File: config.mk
export PLATFORM = sky130hd
export DESIGN_NAME = bus_xfer_ctrl
export DESIGN_NICKNAME = d
export VERILOG_FILES = /design/src/rtl/bus_xfer_pkg.sv /design/src/rtl/bus_xfer_ctrl.sv
export SDC_FILE = /design/constraint.sdc
export NUM_CORES = 1
export LEC_CHECK = 0
export ABC_AREA = 1
export CAP_MARGIN = 20
export CORE_MARGIN = 5
export CORE_UTILIZATION = 48
export CTS_BUF_LIST = sky130_fd_sc_hd__clkbuf_8 sky130_fd_sc_hd__clkbuf_16
export CTS_CLUSTER_DIAMETER = 60
export DETAILED_ROUTE_END_ITERATION = 8
export DONT_BUFFER_PORTS = 1
export GPL_ROUTABILITY_DRIVEN = 0
export PLACE_DENSITY = 0.67
export SLEW_MARGIN = 20
export SYNTH_ARGS = -nofsm -noshare
export SYNTH_HDL_FRONTEND = slang
export SYNTH_SLANG_ARGS = --single-unit
File: constraint.sdc
create_clock -name ref_clk -period 1.53 [get_ports ref_clk]
set_input_delay 0.306 -clock ref_clk [delete_from_list [all_inputs] [get_ports ref_clk]]
set_output_delay 0.306 -clock ref_clk [all_outputs]
set_load 0.01 [all_outputs]
File: src/rtl/bus_xfer_pkg.sv
/*
  constants and types for the bus transfer control block.
  assumes a single 250 MHz clock domain.
*/
package bus_xfer_pkg;
  localparam int unsigned ADDR_W       = 32;
  localparam int unsigned PAGE_LSB     = 8;
  localparam int unsigned BURST_WORDS  = 4;
  localparam logic [2:0]  BEAT_LAST    = 3'h3;
  localparam logic [1:0]  SYNC_RESET   = 2'h0;

  typedef enum logic [2:0] {
    ST_IDLE  = 3'b000,
    ST_ADDR  = 3'b001,
    ST_TURN  = 3'b010,
    ST_DATA  = 3'b011,
    ST_DONE  = 3'b100
  } bus_state_t;
endpackage

File: src/rtl/bus_xfer_ctrl.sv
/*
  processor-side control of a multiplexed address/data bus: address strobe,
  data drive permit, burst / same-page flag, read and write strobes, diag pin.
  assumes the core holds its request until done pulses; ack and the capture
  enable come from outside and are synchronised here.
*/
// Functional notes
// - diag high in address phase of a read when it is a cache miss.
// - diag high in data phase of a read for instruction fetches.
// - address strobe pulses while the bus carries a valid address.
// - drive permit on reads only after the device stops driving the bus.
// - burst flag on a read requests four contiguous words.
// - burst only on misses: all instruction misses, data misses if configured.
// - on writes, flag marks back-to-back writes in the same 256 byte page.
// - read strobe marks a read transaction.
// - write strobe marks a write transaction.
// - write ack advances to the next item or ends the cycle.
// - read ack lets the core use the returned data.
// - each transaction has an address phase then a data phase.
`timescale 1ns/1ps
`default_nettype none
module bus_xfer_ctrl
  import bus_xfer_pkg::*;
(
  input  wire logic                      ref_clk,
  input  wire logic                      nrst,
  input  wire logic                      req,
  input  wire logic                      req_write,
  input  wire logic                      req_miss,
  input  wire logic                      req_instr,
  input  wire logic [1:0]                req_items,
  input  wire logic [bus_xfer_pkg::ADDR_W-1:0] req_addr,
  input  wire logic                      dblock_refill_en,
  input  wire logic                      ack_pin,
  input  wire logic                      read_buffer_capture_enable,
  output logic                           done,
  output logic                           capture,
  output logic                           addr_drive_oe_n,
  output logic [bus_xfer_pkg::ADDR_W-1:0] addr_out,
  output logic                           diag,
  output logic                           addr_latch,
  output logic                           memory_drive_permit,
  output logic                           same_page_store_flag,
  output logic                           read_n,
  output logic                           write_n
);
  import bus_xfer_pkg::*;

  bus_state_t state_q;
  logic [1:0] ack_s_q, cen_s_q;
  logic       ack_prev_q, cen_prev_q;
  logic       ack_rise, cen_rise;
  logic       write_q, miss_q, instr_q, burst_q, last_wr_valid_q;
  logic [1:0] items_q;
  logic [2:0] beat_q;
  logic [ADDR_W-1:PAGE_LSB] last_page_q;
  logic       near;

  // two-flop synchronisers; edges are taken from the second stage only
  always_ff @(posedge ref_clk or negedge nrst) begin
    if (!nrst) begin
      ack_s_q    <= SYNC_RESET;
      cen_s_q    <= SYNC_RESET;
      ack_prev_q <= 1'b0;
      cen_prev_q <= 1'b0;
    end else begin
      ack_s_q    <= {ack_s_q[0], ack_pin};
      cen_s_q    <= {cen_s_q[0], read_buffer_capture_enable};
      ack_prev_q <= ack_s_q[1];
      cen_prev_q <= cen_s_q[1];
    end
  end
  assign ack_rise = ack_s_q[1] && !ack_prev_q;
  assign cen_rise = cen_s_q[1] && !cen_prev_q;

  assign near = last_wr_valid_q && (req_addr[ADDR_W-1:PAGE_LSB] == last_page_q);

  // transaction sequencer
  always_ff @(posedge ref_clk or negedge nrst) begin
    if (!nrst) begin
      state_q <= ST_IDLE;
      beat_q  <= 3'h0;
      items_q <= 2'h0;
      write_q <= 1'b0;
      miss_q  <= 1'b0;
      instr_q <= 1'b0;
      burst_q <= 1'b0;
    end else begin
      case (state_q)
        ST_IDLE: begin
          if (req) begin
            state_q <= ST_ADDR;
            write_q <= req_write;
            miss_q  <= req_miss;
            instr_q <= req_instr;
            items_q <= req_items;
            beat_q  <= 3'h0;
            burst_q <= !req_write && req_miss && (req_instr || dblock_refill_en);
          end
        end
        ST_ADDR: begin
          state_q <= write_q ? ST_DATA : ST_TURN;
        end
        ST_TURN: begin
          state_q <= ST_DATA;
        end
        ST_DATA: begin
          if (ack_rise) begin
            if (write_q && (beat_q[1:0] != items_q)) begin
              beat_q <= beat_q + 3'h1;
            end else if (!write_q && burst_q && (beat_q != BEAT_LAST)) begin
              beat_q <= beat_q + 3'h1;
            end else begin
              state_q <= ST_DONE;
            end
          end
        end
        ST_DONE: begin
          state_q <= ST_IDLE;
        end
        default: begin
          state_q <= ST_IDLE;
        end
      endcase
    end
  end

  // page tracker for same-page write flag
  always_ff @(posedge ref_clk or negedge nrst) begin
    if (!nrst) begin
      last_wr_valid_q      <= 1'b0;
      last_page_q          <= '0;
      same_page_store_flag <= 1'b0;
    end else if (state_q == ST_IDLE && req) begin
      if (req_write) begin
        same_page_store_flag <= near;
        last_wr_valid_q      <= 1'b1;
        last_page_q          <= req_addr[ADDR_W-1:PAGE_LSB];
      end else begin
        // a read breaks the back-to-back write sequence
        last_wr_valid_q      <= 1'b0;
        same_page_store_flag <= !req_write && req_miss && (req_instr || dblock_refill_en);
      end
    end else if (state_q == ST_DONE) begin
      same_page_store_flag <= 1'b0;
    end
  end

  // bus pins, all registered
  always_ff @(posedge ref_clk or negedge nrst) begin
    if (!nrst) begin
      addr_latch          <= 1'b0;
      addr_out            <= '0;
      addr_drive_oe_n     <= 1'b1;
      memory_drive_permit <= 1'b0;
      read_n              <= 1'b1;
      write_n             <= 1'b1;
      diag                <= 1'b0;
    end else begin
      addr_latch <= (state_q == ST_IDLE) && req;
      if (state_q == ST_IDLE && req) begin
        addr_out        <= req_addr;
        addr_drive_oe_n <= 1'b0;
        diag            <= !req_write && req_miss;
      end else if (state_q == ST_ADDR) begin
        addr_drive_oe_n <= !write_q;
        diag            <= !write_q && instr_q;
      end else if (state_q == ST_DONE) begin
        addr_drive_oe_n <= 1'b1;
      end
      // permit only after our drivers went off a cycle earlier
      memory_drive_permit <= (state_q == ST_TURN || state_q == ST_DATA) && !write_q
                             && !(state_q == ST_DATA && ack_rise && (!burst_q || beat_q == BEAT_LAST));
      read_n  <= !((state_q == ST_TURN) || (state_q == ST_DATA && !write_q && !(ack_rise && (!burst_q || beat_q == BEAT_LAST))));
      write_n <= !((state_q == ST_ADDR && write_q) || (state_q == ST_DATA && write_q && !(ack_rise && beat_q[1:0] == items_q)));
    end
  end

  assign done    = (state_q == ST_DONE);
  assign capture = cen_rise && (state_q == ST_DATA) && !write_q;

  // assertions
  property p_no_both;
    @(posedge ref_clk) disable iff (!nrst) !(!read_n && !write_n);
  endproperty
  a_no_both: assert property (p_no_both) else $error("read and write strobes together");

  property p_ale_from_idle;
    @(posedge ref_clk) disable iff (!nrst) (state_q == ST_IDLE && req) |=> addr_latch ##1 !addr_latch;
  endproperty
  a_ale_from_idle: assert property (p_ale_from_idle) else $error("address strobe not one pulse");

  property p_permit_safe;
    @(posedge ref_clk) disable iff (!nrst) memory_drive_permit |-> addr_drive_oe_n && $past(addr_drive_oe_n);
  endproperty
  a_permit_safe: assert property (p_permit_safe) else $error("permit while bus driven");

  property p_burst_only_miss;
    @(posedge ref_clk) disable iff (!nrst)
      (state_q == ST_ADDR && !write_q && same_page_store_flag) |-> miss_q && (instr_q || dblock_refill_en);
  endproperty
  a_burst_only_miss: assert property (p_burst_only_miss) else $error("burst on non-miss read");

  property p_imiss_burst;
    @(posedge ref_clk) disable iff (!nrst) (state_q == ST_IDLE && req && !req_write && req_miss && req_instr) |=> same_page_store_flag;
  endproperty
  a_imiss_burst: assert property (p_imiss_burst) else $error("no burst on instruction miss");

  property p_near;
    @(posedge ref_clk) disable iff (!nrst) (state_q == ST_IDLE && req && req_write) |=> same_page_store_flag == $past(near);
  endproperty
  a_near: assert property (p_near) else $error("same page flag wrong");

  property p_diag_addr;
    @(posedge ref_clk) disable iff (!nrst) (state_q == ST_IDLE && req && !req_write) |=> diag == $past(req_miss);
  endproperty
  a_diag_addr: assert property (p_diag_addr) else $error("diag miss phase wrong");

  property p_diag_data;
    @(posedge ref_clk) disable iff (!nrst) (state_q == ST_ADDR && !write_q) |=> diag == $past(instr_q);
  endproperty
  a_diag_data: assert property (p_diag_data) else $error("diag source phase wrong");

  property p_read_strobe;
    @(posedge ref_clk) disable iff (!nrst) (state_q == ST_TURN) |=> !read_n;
  endproperty
  a_read_strobe: assert property (p_read_strobe) else $error("read strobe missing");

  property p_write_strobe;
    @(posedge ref_clk) disable iff (!nrst) (state_q == ST_ADDR && write_q) |=> !write_n;
  endproperty
  a_write_strobe: assert property (p_write_strobe) else $error("write strobe missing");

  property p_wr_end;
    @(posedge ref_clk) disable iff (!nrst)
      (state_q == ST_DATA && write_q && ack_rise && beat_q[1:0] == items_q) |=> state_q == ST_DONE ##1 state_q == ST_IDLE;
  endproperty
  a_wr_end: assert property (p_wr_end) else $error("write did not end on ack");

  property p_rd_done;
    @(posedge ref_clk) disable iff (!nrst)
      (state_q == ST_DATA && !write_q && ack_rise && !burst_q) |=> done;
  endproperty
  a_rd_done: assert property (p_rd_done) else $error("read done missing");

  c_read:  cover property (@(posedge ref_clk) disable iff (!nrst) state_q == ST_TURN ##[1:50] done);
  c_write: cover property (@(posedge ref_clk) disable iff (!nrst) (state_q == ST_ADDR && write_q) ##[1:50] done);
  c_burst: cover property (@(posedge ref_clk) disable iff (!nrst) state_q == ST_DATA && burst_q && beat_q == BEAT_LAST);
  c_near:  cover property (@(posedge ref_clk) disable iff (!nrst) same_page_store_flag && !write_n);
endmodule
`default_nettype wire

# Yosys cells after proc, flatten, opt, wreduce, memory -nomap -nowiden
# Index checks and enable logic that the tools add are counted.
dict set report word_totals {
  ff_bits 81
  inputBits 43
  out_inout_bits 41
  wordCells 102
}
dict set report classes {
  addsub 1
  n_eq_ne 14
  n_mux 20
  reduce_logical 47
}
# cell count
set ops {}
lappend ops {{$eq 24x24->1} 1}
lappend ops {{$mux 3} 8}
lappend ops {{$logic_and 1x1->1} 23}
lappend ops {{$pmux 3 s4} 1}
lappend ops {{$logic_not 1->1} 10}
lappend ops {{$mux 1} 10}
lappend ops {{$eq 3x2->1 const B} 3}
lappend ops {{$ne 2x2->1 const B} 4}
lappend ops {{$reduce_and 4->1} 2}
lappend ops {{$pmux 3 s2} 1}
lappend ops {{$reduce_bool 2->1} 3}
lappend ops {{$logic_or 1x1->1} 5}
lappend ops {{$reduce_and 2->1} 2}
lappend ops {{$add 3x1->3 const B} 1}
lappend ops {{$eq 3x1->1 const B} 1}
lappend ops {{$eq 3x3->1 const B} 1}
lappend ops {{$logic_not 3->1} 1}
lappend ops {{$ne 3x2->1 const B} 1}
lappend ops {{$ne 3x3->1 const B} 1}
lappend ops {{$reduce_bool 3->1} 1}
lappend ops {{$eq 2x2->1} 1}
lappend ops {{$ne 2x2->1} 1}

# Depth between registers and ports, before layout
# Gate-level depths: netlist (run 1).
dict set report logic_depth {
  depth_word 7
  depth_mapped 11
  mapped_depth_nobuf 11
}

# Worst setup path before layout (run 1)
# OpenSTA, ideal clock, no wires.
dict set report synth_timing {
  path_kind {register to register}
  startpoint {register beat_q[0]}
  endpoint {register beat_q[0]}
  setup_time_ns 0.117
  arrival_ns 1.503
  required_ns 1.413
  setup_slack_ns -0.090
  stages_incl_launch_ff 12
  n_path_buf 0
  period_less_slack_ns 1.620
  cell_sequence {dfrtp_1 ha_1 ha_1 or2_2 nand2_1 nand2_1 inv_1 nand2_1 nand2_1 nand2_1 nand2_1 nand2_1}
}
dict set report synth_between {
  elab_chain_len 5
  elab_cells_between_ends 11
  classes_between {add/sub (1); eq/ne (3); mux (4); reduce/logical (3)}
}
# element line
set synth_lines {}
lappend synth_lines {{start: declaration} bus_xfer_ctrl.sv:55} ;# logic [2:0] beat_q;
lappend synth_lines {{start signal: assignment} bus_xfer_ctrl.sv:110} ;# beat_q <= beat_q + 3'h1;
lappend synth_lines {{start signal: assignment} bus_xfer_ctrl.sv:112} ;# beat_q <= beat_q + 3'h1;
lappend synth_lines {{$add 3x1->3 or $ne 2x2->1 (tied branches)} {bus_xfer_ctrl.sv:110, bus_xfer_ctrl.sv:112, bus_xfer_ctrl.sv:109}}
lappend synth_lines {{$mux 3 or $logic_and 1x1->1 (tied branches)} {bus_xfer_ctrl.sv:111, bus_xfer_ctrl.sv:109}}
lappend synth_lines {{$mux 3} bus_xfer_ctrl.sv:109} ;# if (write_q && (beat_q[1:0] != items_q)) begin
lappend synth_lines {{$mux 3} bus_xfer_ctrl.sv:108} ;# if (ack_rise) begin
lappend synth_lines {{$pmux 3 s2} bus_xfer_ctrl.sv:89} ;# case (state_q)
# Several ways; a longest one is shown, not always the timed one. The select of a mux whose other input is x is not followed.
# A chain may end at the register's enable or synchronous reset.

# Final worst setup path (run 1)
dict set report layout_timing {
  startpoint {register beat_q[0]}
  endpoint {register beat_q[1]}
}
# Same word-level chain as after synthesis.

==> out/metrics.yaml, run 1 <==
timing:
  finalSetupViolCount: 5
  min_period_over_period_pct: 102
  worst_slack_ns: -0.0295
  hold_violations: 80
  layout_min_cycle_time_ns: 1.56
  grt_setup_unrepaired: "true"
  max_slew_margin_pct: 81.8
  hold_slack_ns: -0.351
  tightest_slew_ns: 0.273
  drv_slew: 0
  fin_tns_setup_ns: -0.111
  clock_skew_ns: 0.00546
  fmax_ghz: 0.641
synthesis:
  postSynthAreaPerCell_um2: 8.14
  yosysSeqAreaShare_pct: 56.7
  synth_cell_types: 26
  synth_area_um2: 3530
  synth-seq-cells: 80
  synth_cells: 434
  synth_nets: 479
  yosysWarnings: 0
setup_path:
  cp_common_cell: "nand2_4"
  crit_path_max_incr_delay_ns: 0.40
  worstSetupStartpointType: "flip-flop"
  crit_required_ns: 1.77
  crit_path_cell_trace: "ha_2, ha_2, or2_4, nand2_2, nand2_2, inv_2, nand2_4, nand2_4, nand2_4, nand2_1, nand2_1"
  critPathMaxFanout: 4
  slowest_stage: "dfrtp_1"
  cp.arrival_ns: 1.80
  cp-end-kind: "flip-flop"
  worst-setup-path-type: "flip-flop to flip-flop"
clocking:
  worst_skew_pair.late_latency_ns: 0.34
  cts_tree: "built"
  ctsLongestPathBuffers: 2
  holdBufCountCts: 2
  numCtsBuffers: 9
  cts_sinks: 80
  path_clk_slew_ns: 0.08
  clockRootBuffer: "clkbuf_8"
  cts_max_level: 3
cells_and_area:
  diodes: 0
  seq_area_um2: 2010
  multiInputGateArea_um2: 1400
  drive_gt1_share_pct: 20.9
  n_fill_cell: 644
  num-nets-final: 508
  postLayoutCoreUtil_pct: 60.8
  area_growth_pct: 24.0
floorplan:
  initial_utilization_pct: 49.0
  rows: 31
  coreArea_um2: 7210
  floorplan.die_area_um2: 9180
  die_h_um: 95.8
  die_w_um: 95.8
  io_pins: 84
grt:
  grt_util_all_layers_pct: 18.9
  antenna_found_initial: 0
  grt_max_degree: 81
  grt_pass1_vias: 2789
  grt_first_pass_wirelength_mm: 13.2
  grt_overflow: 0
route:
  wl_per_cell_um: 15.1
  drc: 0
  num_vias: 2798
  wl_mm: 8.54
  drtAntennaViolNets: 0
  dr.pass1.iters: 4
  vias_per_cell: 4.93
  drt_iter0_drc: 107
place:
  io_buffers: 0
  hpwlAfterDp_mm: 5.46
  pre_cts_ws_ns: -0.0290
run:
  cap_violations: 0
power_and_ir_drop:
  power.total_mw: 8.91
  p_per_area_nw_per_um2: 2030
  power.leakage_nw: 2.23
  ir_drop_uv: 945
run_status:
  status: "finished with violations"
  violations: "hold timing, setup timing"
min_path:
  min_path_type: "input port to asynchronous set/reset pin"
-- registers in the layout, indices dropped and copies added, names as in the netlist, 2 cells and up --
register	cells
cen_s_q	2
items_q	2
state_q	3
last_page_q	24
addr_out	32
beat_q	3
ack_s_q	2
-- layout make-up --
class                      count  area share, %
clock buffer                   9           2.83
clock inverter                 7           2.54
inverter                      57           4.97
multi-input combinational    284           31.9
sequential                    80           45.8
tap                           99           2.83
timing repair buffer          31           9.13
-- through the flow --
step | cell area [µm²] | cells
after detailed placement | 3680 | 531
after global placement | 3680 | 531
after CTS | 4010 | 555
final | 4380 | 567
after floorplan | 3540 | 434
after global routing | 4380 | 567
-- cell families (layout without fill, tap and decap cells) --
group / after synthesis / after routing / share of synthesized area (%)
xor gates and xnor gates: 3 / 3 / 0.743
AOI/OAI and AO/OA: 60 / 60 / 8.88
adders and majority gates: 2 / 2 / 0.708
and+or+nand+nor: 219 / 219 / 24.7
DFF: 80 / 80 / 56.7
buffers and inverters: 70 / 104 / 8.18
-- where the power goes --
part | total (mW) | switching, mW | internal [mW] | leakage [nW]
Sequential | 3.93 | 0.847 | 3.08 | 0.985
Clock | 1.83 | 0.756 | 1.07 | 0.120
Combinational | 3.16 | 1.77 | 1.39 | 1.13
-- layout by cell type (no fill, tap or decap), drive strengths merged, types with 2 or more instances in the layout --
master	instances
nand2	176
dfrtp	77
inv	57
o21ai	51
nor2	24
buf	24
clkbuf	14
nand3	13
dfstp	3
bufinv	3
nor3	3
clkinvlp	2
xnor2	2
a31oi	2
o21a	2
a21oi	2
o21bai	2
nand3b	2
ha	2
clkinv	2
dlygate4sd3	2
-- Yosys cell counts, drive strengths merged --
cell    count  area share [%]
inv        57             6.1
a21oi       2            0.28
clkbuf      5            0.53
nand3b      2            0.42
o22ai       1            0.18
xnor2       2            0.50
a31oi       2            0.35
o21ai      51             7.2
nand2     176              19
xor2        1            0.25
o21a        2            0.42
buf         8             1.6
nand3      13             2.2
dfstp       3             2.2
or2         1            0.18
nor2       24             2.8
dfrtp      77              55
o21bai      2            0.42
ha          2            0.71
nor3        3            0.42
-- critical path: cells and delay by family, from the launching register on --
kind	cells	cell delay (ns)
buffers and inverters	1	0.07
DFF	1	0.40
adders and majority gates	2	0.32
and+or+nand+nor	8	0.65
-- repair_timing --
| item | in CTS | in global routing |
|---|---|---|
| gates resized for setup | 11 | 71 |
| endpoints found under the setup margin | 7 | 46 |
| pin swaps | 6 | 8 |
| buffers inserted | 6 | 6 |
| cloned | 0 | 6 |
| endpoints found under the hold margin | 82 | 80 |
-- layer usage --
layer | track usage, % | vias to the layer above | part of all wire (%) | routed length, µm
li1 | - | 1387 | - | -
met1 | 22.4 | 1330 | 41 | 3540
met2 | 30.7 | 73 | 50 | 4250
met3 | 8.44 | 8 | 7.9 | 673
met4 | 6.16 | 0 | 0.94 | 80
met5 | 0 | - | 0 | 0
-- final timing paths --
path / startpoint / to / slack [ns] / cells after the start
worst max register to register: beat_q[0] / beat_q[1] / -0.03 / 11
worst min-delay path: nrst / state_q[1] / -0.35 / 0
max in group asynchronous: nrst / addr_drive_oe_n / 1.71 / 0
worst max-delay path: beat_q[0] / beat_q[1] / -0.03 / 11
worst min register to register: cen_s_q[0] / cen_s_q[1] / 0.36 / 0
min in group ref_clk: req_addr[11] / last_page_q[11] / 0.07 / 2
Power figures use the tool's default switching activity.
==> run 2: changes to the inputs <==
- ABC_AREA: 1 -> default
==> run 2 against run 1 <==
Register-to-register slack worse by 0.20 ns. Fmax down 12%. Critical endpoint is now done. Synthesized cell count down 26%. Critical path type is now flip-flop to primary output. Sequential power about the same. The run still ends with hold timing, setup timing left. Sequential share of layout area down 1.4 points. Non-clock buffer count up 7. Final area up 3.1%. Cell count down 19%.
==> out/metrics.yaml, run 2 <==
grt:
  grtUsageMet3_pct: 6.65  # -1.8 points
  use_met1_pct: 25.3  # +2.9 points
  grt_util_all_layers_pct: 19.8  # +0.85 points
  grt_overflow: 0  # unchanged
  antenna_found_initial: 0  # unchanged
  grt_pass1_vias: 2497  # -10%
  grt_first_pass_wirelength_mm: 13.0  # -1.3%
  grt-busiest-layer: "met2"
  met2_usage_pct: 31.3  # +0.54 points
  grt_max_degree: 81  # unchanged
place:
  io_buffers: 0  # unchanged
  hpwlAfterDp_mm: 4.73  # -13%
  pre_cts_ws_ns: -0.200  # -0.171 ns
synthesis:
  synth_area_um2: 3390  # -4.0%
  synth_edf_count: 0  # unchanged
  synthArstFlopShare_pct: 100  # unchanged
  yosys-top-cells-area: "dfrtp_1 (57%), nand2_1 (12%), mux2_2 (7.6%), xnor2_1 (3.9%), xor2_1 (2.8%)"
  synth_nets: 366  # -24%
  synth_top_area_share_pct: 56.8  # +2.3 points
  postSynthAreaPerCell_um2: 10.6  # +30%
  yosysWarnings: 0  # unchanged
  synth_cell_types: 41  # +58%
  yosys.area.top_type: "dfrtp_1"
  synth_ff_type: "dfrtp_1"
  synth_cells: 321  # -26%
  synth_common_cells: "nand2_1 (107), dfrtp_1 (77), mux2_2 (23)"
  synth_most_common_cell: "nand2_1"
  yosysSeqAreaShare_pct: 59.1  # +2.3 points
  synth-seq-cells: 80  # unchanged
timing:
  hold_violations: 80  # unchanged
  tightest_slew_ns: 0.417  # +0.144 ns
  grt_setup_unrepaired: "true"
  clock_skew_ns: 0.0127  # +0.00729 ns
  worst_slack_ns: -0.240  # -0.210 ns
  fmax_ghz: 0.565  # -12%
  hold_slack_ns: -0.353  # -0.00191 ns
  max_slew_margin_pct: 71.5  # -10 points
  drv_slew: 0  # unchanged
  finalSetupViolCount: 70  # +65
  layout_min_cycle_time_ns: 1.77  # +0.210 ns
  min_period_over_period_pct: 116  # +14 points
route:
  dr.pass1.iters: 4  # unchanged
  drc: 0  # unchanged
  vias_per_cell: 5.38  # +9.0%
  drt_iter0_drc: 81  # -24%
  wl_per_cell_um: 19.1  # +27%
  num_vias: 2474  # -12%
  drtAntennaViolNets: 0  # unchanged
  wl_mm: 8.78  # +2.8%
cells_and_area:
  area_growth_pct: 33.1
  top_regs: "addr_out: 32 flops, last_page_q: 24 flops"
  diodes: 0  # unchanged
  drive_gt1_share_pct: 39.3  # +18 points
  regMostFlops: "addr_out"
  n_fill_cell: 540  # -16%
  num-nets-final: 404  # -20%
  final_cell_mix: "dfrtp_1 (76), nand2_1 (58), nand2_2 (34), mux2_2 (23)"
  mostFrequentLayoutCell: "dfrtp_1"
  largest_register_ffs: 32  # unchanged
min_path:
  min_path_type: "input port to asynchronous set/reset pin"
power_and_ir_drop:
  p_per_area_nw_per_um2: 1830  # -10%
  power.leakage_nw: 2.18  # -2.1%
  ir_drop_uv: 899  # -4.9%
run:
  cap_violations: 0  # unchanged
setup_path:
  cp-end-kind: "primary output"
  worstSetupStartpointType: "flip-flop"
  r2r_start: "state_q[2]"
  worst-r2r-cell-count: 5  # -6
  rr_endpoint: "same_page_store_flag"
  cp.arrival_ns: 1.46  # -0.34 ns
  reg2reg_slack_ns: -0.23  # -0.20 ns
  worst-setup-path-type: "flip-flop to primary output"
  critPathMaxFanout: 2  # -2
  crit_required_ns: 1.22  # -0.55 ns
clocking:
  numCtsBuffers: 9  # unchanged
  clockRootBuffer: "clkbuf_8"
  cts_tree: "built"
  ctsLongestPathBuffers: 2  # unchanged
  path_clk_slew_ns: 0.08  # about the same
  holdBufCountCts: 2  # unchanged
  worst_skew_pair.late_latency_ns: 0.35  # about the same
  cts_max_level: 3  # unchanged
  cts_sinks: 80  # unchanged
floorplan:
  rows: 30  # -3.2%
  initial_utilization_pct: 49.7  # +0.69 points
  coreArea_um2: 6830  # -5.3%
  die_w_um: 94.1  # -1.8%
  die_h_um: 94.1  # -1.8%
  floorplan.die_area_um2: 8850  # -3.5%
  io_pins: 84  # unchanged
run_status:
  violations: "hold timing, setup timing"
  status: "finished with violations"
run 2: layer usage:
| metal | vias up | routed length, µm |
|---|---|---|
| met5 | - | 0 |
| li1 | 1147 | - |
| met1 | 1233 | 3640 |
| met3 | 14 | 553 |
| met4 | 0 | 134 |
| met2 | 80 | 4450 |
run 2: repair_timing:
item,in CTS,in global routing
hold endpoints to repair,82,80
gates resized for setup,36,84
gates cloned,5,4
setup endpoints to repair,62,73
pin swaps,10,47
buffers inserted,14,8
run 2: report_power, final:
group | switching (mW) | internal, mW | total (mW)
combinational | 1.26 | 1.36 | 2.62
sequential | 0.879 | 3.05 | 3.93
clock | 0.772 | 0.955 | 1.73
run 2: worst max-delay path, cell delays in order (launching register included):
cell and delay (ns):
dfrtp_1 0.40, buf_6 0.13, buf_4 0.12, buf_6 0.11, buf_6 0.11, nor3b_4 0.14, buf_6 0.12
run 2: worst max-delay path by stage:
stage,to,from
finish,done,state_q[2]
global route,capture,state_q[2]
CTS,capture,state_q[2]
detailed placement,last_page_q[9],state_q[0]
global placement,last_page_q[9],state_q[0]
floorplan,same_page_store_flag,state_q[0]
run 2: cells by family after synthesis:
| kind of cell | synth area share, % |
|---|---|
| AOI/OAI and AO/OA | 4.39 |
| xor gates and xnor gates | 6.71 |
| adders and majority gates | 0.737 |
| buffers and inverters | 2.43 |
| DFF | 59.1 |
| muxes | 8.26 |
| and+or+nand+nor | 18.4 |
run 2: layout make-up:
| cell class | instances | area [µm²] | area share [%] |
|---|---|---|---|
| Sequential cell | 80 | 2010 | 44.4 |
| Multi-Input combinational cell | 223 | 1650 | 36.4 |
| Timing Repair Buffer | 38 | 492 | 10.9 |
| Clock buffer | 10 | 138 | 3.05 |
| Tap cell | 96 | 120 | 2.66 |
| Clock inverter | 6 | 82.6 | 1.83 |
| Inverter | 7 | 33.8 | 0.748 |
run 2: per-stage QoR:
stage	util, %	instances	power (mW)	setup TNS, ns	cell area (µm²)
2_1_floorplan	-	321	5.33	-2.73	3430
3_3_place_gp	52.4	415	5.81	-4.54	3580
3_5_place_dp	52.4	415	5.93	-6.57	3580
4_1_cts	61.1	452	8.00	-7.06	4170
5_1_grt	66.1	460	8.83	-11.10	4520
6_report	66.1	460	8.27	-8.10	4520
==> run 3: changes to the inputs <==
- CAP_MARGIN: 20 -> 10
- SKIP_CTS_REPAIR_TIMING: default -> 1
- SKIP_LAST_GASP: default -> 1
==> run 3 against run 2 <==
The run still ends with hold timing, setup timing left. Via count is 3.8% lower. Worst setup slack worse by 0.049 ns. Clock skew is 0.0030 ns lower. Wire length is 4.4% lower. Worst hold slack worse by 0.0064 ns. Power is 3.8% lower. First-iteration DRC count is 2.5% higher. Clock-buffer cell count stayed put. Combinational power is 12% lower. Critical path type is now flip-flop to flip-flop.
==> out/metrics.yaml, run 3 (synthesis results as in run 2) <==
route:
  dr.pass1.iters: 4  # unchanged
  drc: 0  # unchanged
  wl_per_cell_um: 18.6  # -2.7%
  num_vias: 2381  # -3.8%
  vias_per_cell: 5.27  # -2.1%
  drt_iter0_drc: 83  # +2.5%
  wl_mm: 8.39  # -4.4%
  drtAntennaViolNets: 0  # unchanged
power_and_ir_drop:
  ir_drop_uv: 868  # -3.5%
  p_per_area_nw_per_um2: 1900  # +3.7%
  power.leakage_nw: 1.98  # -9.4%
cells_and_area:
  fin_cells: 452  # -1.7%
  diodes: 0  # unchanged
  regMostFlops: "addr_out"
  final_cell_mix: "nand2_1 (100), dfrtp_1 (77), mux2_2 (23), xnor2_1 (15), buf_4 (13)"
  multiInputGateArea_um2: 1420  # -14%
  fin_area_um2: 4190  # -7.2%
  largest_register_ffs: 32  # unchanged
  area_growth_pct: 23.5
  top_regs: "addr_out: 32 flops, last_page_q: 24 flops"
  n_fill_cell: 588  # +8.9%
  mostFrequentLayoutCell: "nand2_1"
  num-nets-final: 396  # -2.0%
  seq_area_um2: 2010  # about the same
  drive_gt1_share_pct: 24.2  # -15 points
place:
  dp.cells: 415  # unchanged
  io_buffers: 0  # unchanged
  post_dp_cell_area_um2: 3580  # unchanged
  hpwlAfterDp_mm: 4.73  # unchanged
floorplan:
  rows: 30  # unchanged
  die_h_um: 94.1  # unchanged
  io_pins: 84  # unchanged
  initial_utilization_pct: 49.7  # unchanged
  floorplan.die_area_um2: 8850  # unchanged
  die_w_um: 94.1  # unchanged
  coreArea_um2: 6830  # unchanged
grt:
  grt_pass1_vias: 2310  # -7.5%
  antenna_found_initial: 0  # unchanged
  grt_util_all_layers_pct: 17.0  # -2.8 points
  grtUsageMet3_pct: 6.73  # +0.080 points
  grt_max_degree: 81  # unchanged
  met2_usage_pct: 26.3  # -5.0 points
  grt_overflow: 0  # unchanged
  grt-busiest-layer: "met2"
  use_met1_pct: 21.2  # -4.0 points
  grt_first_pass_wirelength_mm: 11.5  # -12%
min_path:
  min_path_type: "input port to asynchronous set/reset pin"
timing:
  finalSetupViolCount: 62  # -11%
  hold_violations: 80  # unchanged
  tightest_slew_ns: 0.420  # +0.00276 ns
  worst_slack_ns: -0.289  # -0.0493 ns
  fmax_ghz: 0.550  # -2.7%
  clock_skew_ns: 0.00972  # -0.00303 ns
  grt_setup_unrepaired: "true"
  max_slew_margin_pct: 71.3  # -0.19 points
  layout_min_cycle_time_ns: 1.82  # +0.0493 ns
  drv_slew: 0  # unchanged
  min_period_over_period_pct: 119  # +3.2 points
  hold_slack_ns: -0.359  # -0.00636 ns
clocking:
  path_clk_slew_ns: 0.08  # about the same
  numCtsBuffers: 9  # unchanged
  cts_max_level: 3  # unchanged
  worst_skew_pair.late_latency_ns: 0.36  # about the same
  cts_sinks: 80  # unchanged
  cts_tree: "built"
  ctsLongestPathBuffers: 2  # unchanged
  clockRootBuffer: "clkbuf_8"
setup_path:
  worst-path-buf-inv: 1  # -4
  crit_required_ns: 1.81  # +0.59 ns
  worstSetupStartpointType: "flip-flop"
  crit_path_cell_trace: "or4b_4, inv_8, nand4_1, or4_1, o21ai_1"
  cp-end-kind: "flip-flop"
  worst-setup-path-type: "flip-flop to flip-flop"
  worst-r2r-cell-count: 5  # unchanged
  worst_path_dominant_cell_family: "simple AND/OR/NAND/NOR gates"
  cp.arrival_ns: 2.10  # +0.64 ns
  rr_endpoint: "same_page_store_flag"
  r2r_start: "state_q[0]"
  reg2reg_slack_ns: -0.29  # -0.06 ns
  critPathMaxFanout: 5  # +3
  slowest_stage: "or4b_4"
  crit_path_max_incr_delay_ns: 0.60  # +0.20 ns
run_status:
  violations: "hold timing, setup timing"
  status: "finished with violations"
run:
  cap_violations: 0  # unchanged
==> run 3: changes by cell type in the layout (fill, tap and decap cells not counted), moves of 2 or more <==
| cell | change |
|---|---|
| buf_4 | -2 |
| nand2_4 | -15 |
| buf_6 | -4 |
| buf_16 | -3 |
| o21ai_0 | +2 |
| nand2_1 | +42 |
| nand2_2 | -27 |
| clkbuf_16 | +3 |
==> run 3: worst max-delay path by stage <==
| stage | slack (ns) | cells past startpoint | end | startpoint |
|---|---|---|---|---|
| 3_5_place_dp | -0.20 | 4 | last_page_q[9] | state_q[0] |
| 2_1_floorplan | -0.15 | 5 | same_page_store_flag | state_q[0] |
| 4_1_cts | -0.32 | 4 | capture | state_q[2] |
| 5_1_grt | -0.34 | 5 | same_page_store_flag | state_q[0] |
| 3_3_place_gp | -0.15 | 4 | last_page_q[9] | state_q[0] |
| 6_report | -0.29 | 5 | same_page_store_flag | state_q[0] |
==> run 3: cell type report <==
| class | instances | share of cell area [%] |
|---|---|---|
| Clock inverter | 6 | 1.97 |
| Sequential cell | 80 | 47.9 |
| Tap cell | 96 | 2.87 |
| Timing Repair Buffer | 30 | 9.28 |
| Clock buffer | 10 | 3.28 |
| Multi-Input combinational cell | 223 | 33.9 |
| Inverter | 7 | 0.806 |
==> run 3: per-stage QoR <==
step / hold WS, ns / setup TNS, ns / utilization (%) / worst slack, ns / total power [mW]
after floorplan: 0.0104 / -2.73 / - / -0.149 / 5.33
after global placement: 0.0135 / -4.54 / 52.4 / -0.154 / 5.81
after detailed placement: 0.0137 / -6.57 / 52.4 / -0.200 / 5.93
after CTS: -0.374 / -7.41 / 55.6 / -0.325 / 7.66
after global routing: -0.387 / -9.16 / 61.4 / -0.345 / 8.49
final: -0.359 / -5.82 / 61.4 / -0.289 / 7.96
==> run 3: power by group <==
group          switching, mW  total [mW]  internal [mW]
combinational           1.09        2.31           1.22
sequential             0.877        3.92           3.05
clock                  0.769        1.72          0.954
==> run 3: per-layer routing <==
metal | up-vias | wire length [µm]
li1 | 1130 | -
met1 | 1158 | 3460
met2 | 86 | 4090
met3 | 7 | 749
met4 | 0 | 96
met5 | - | 0
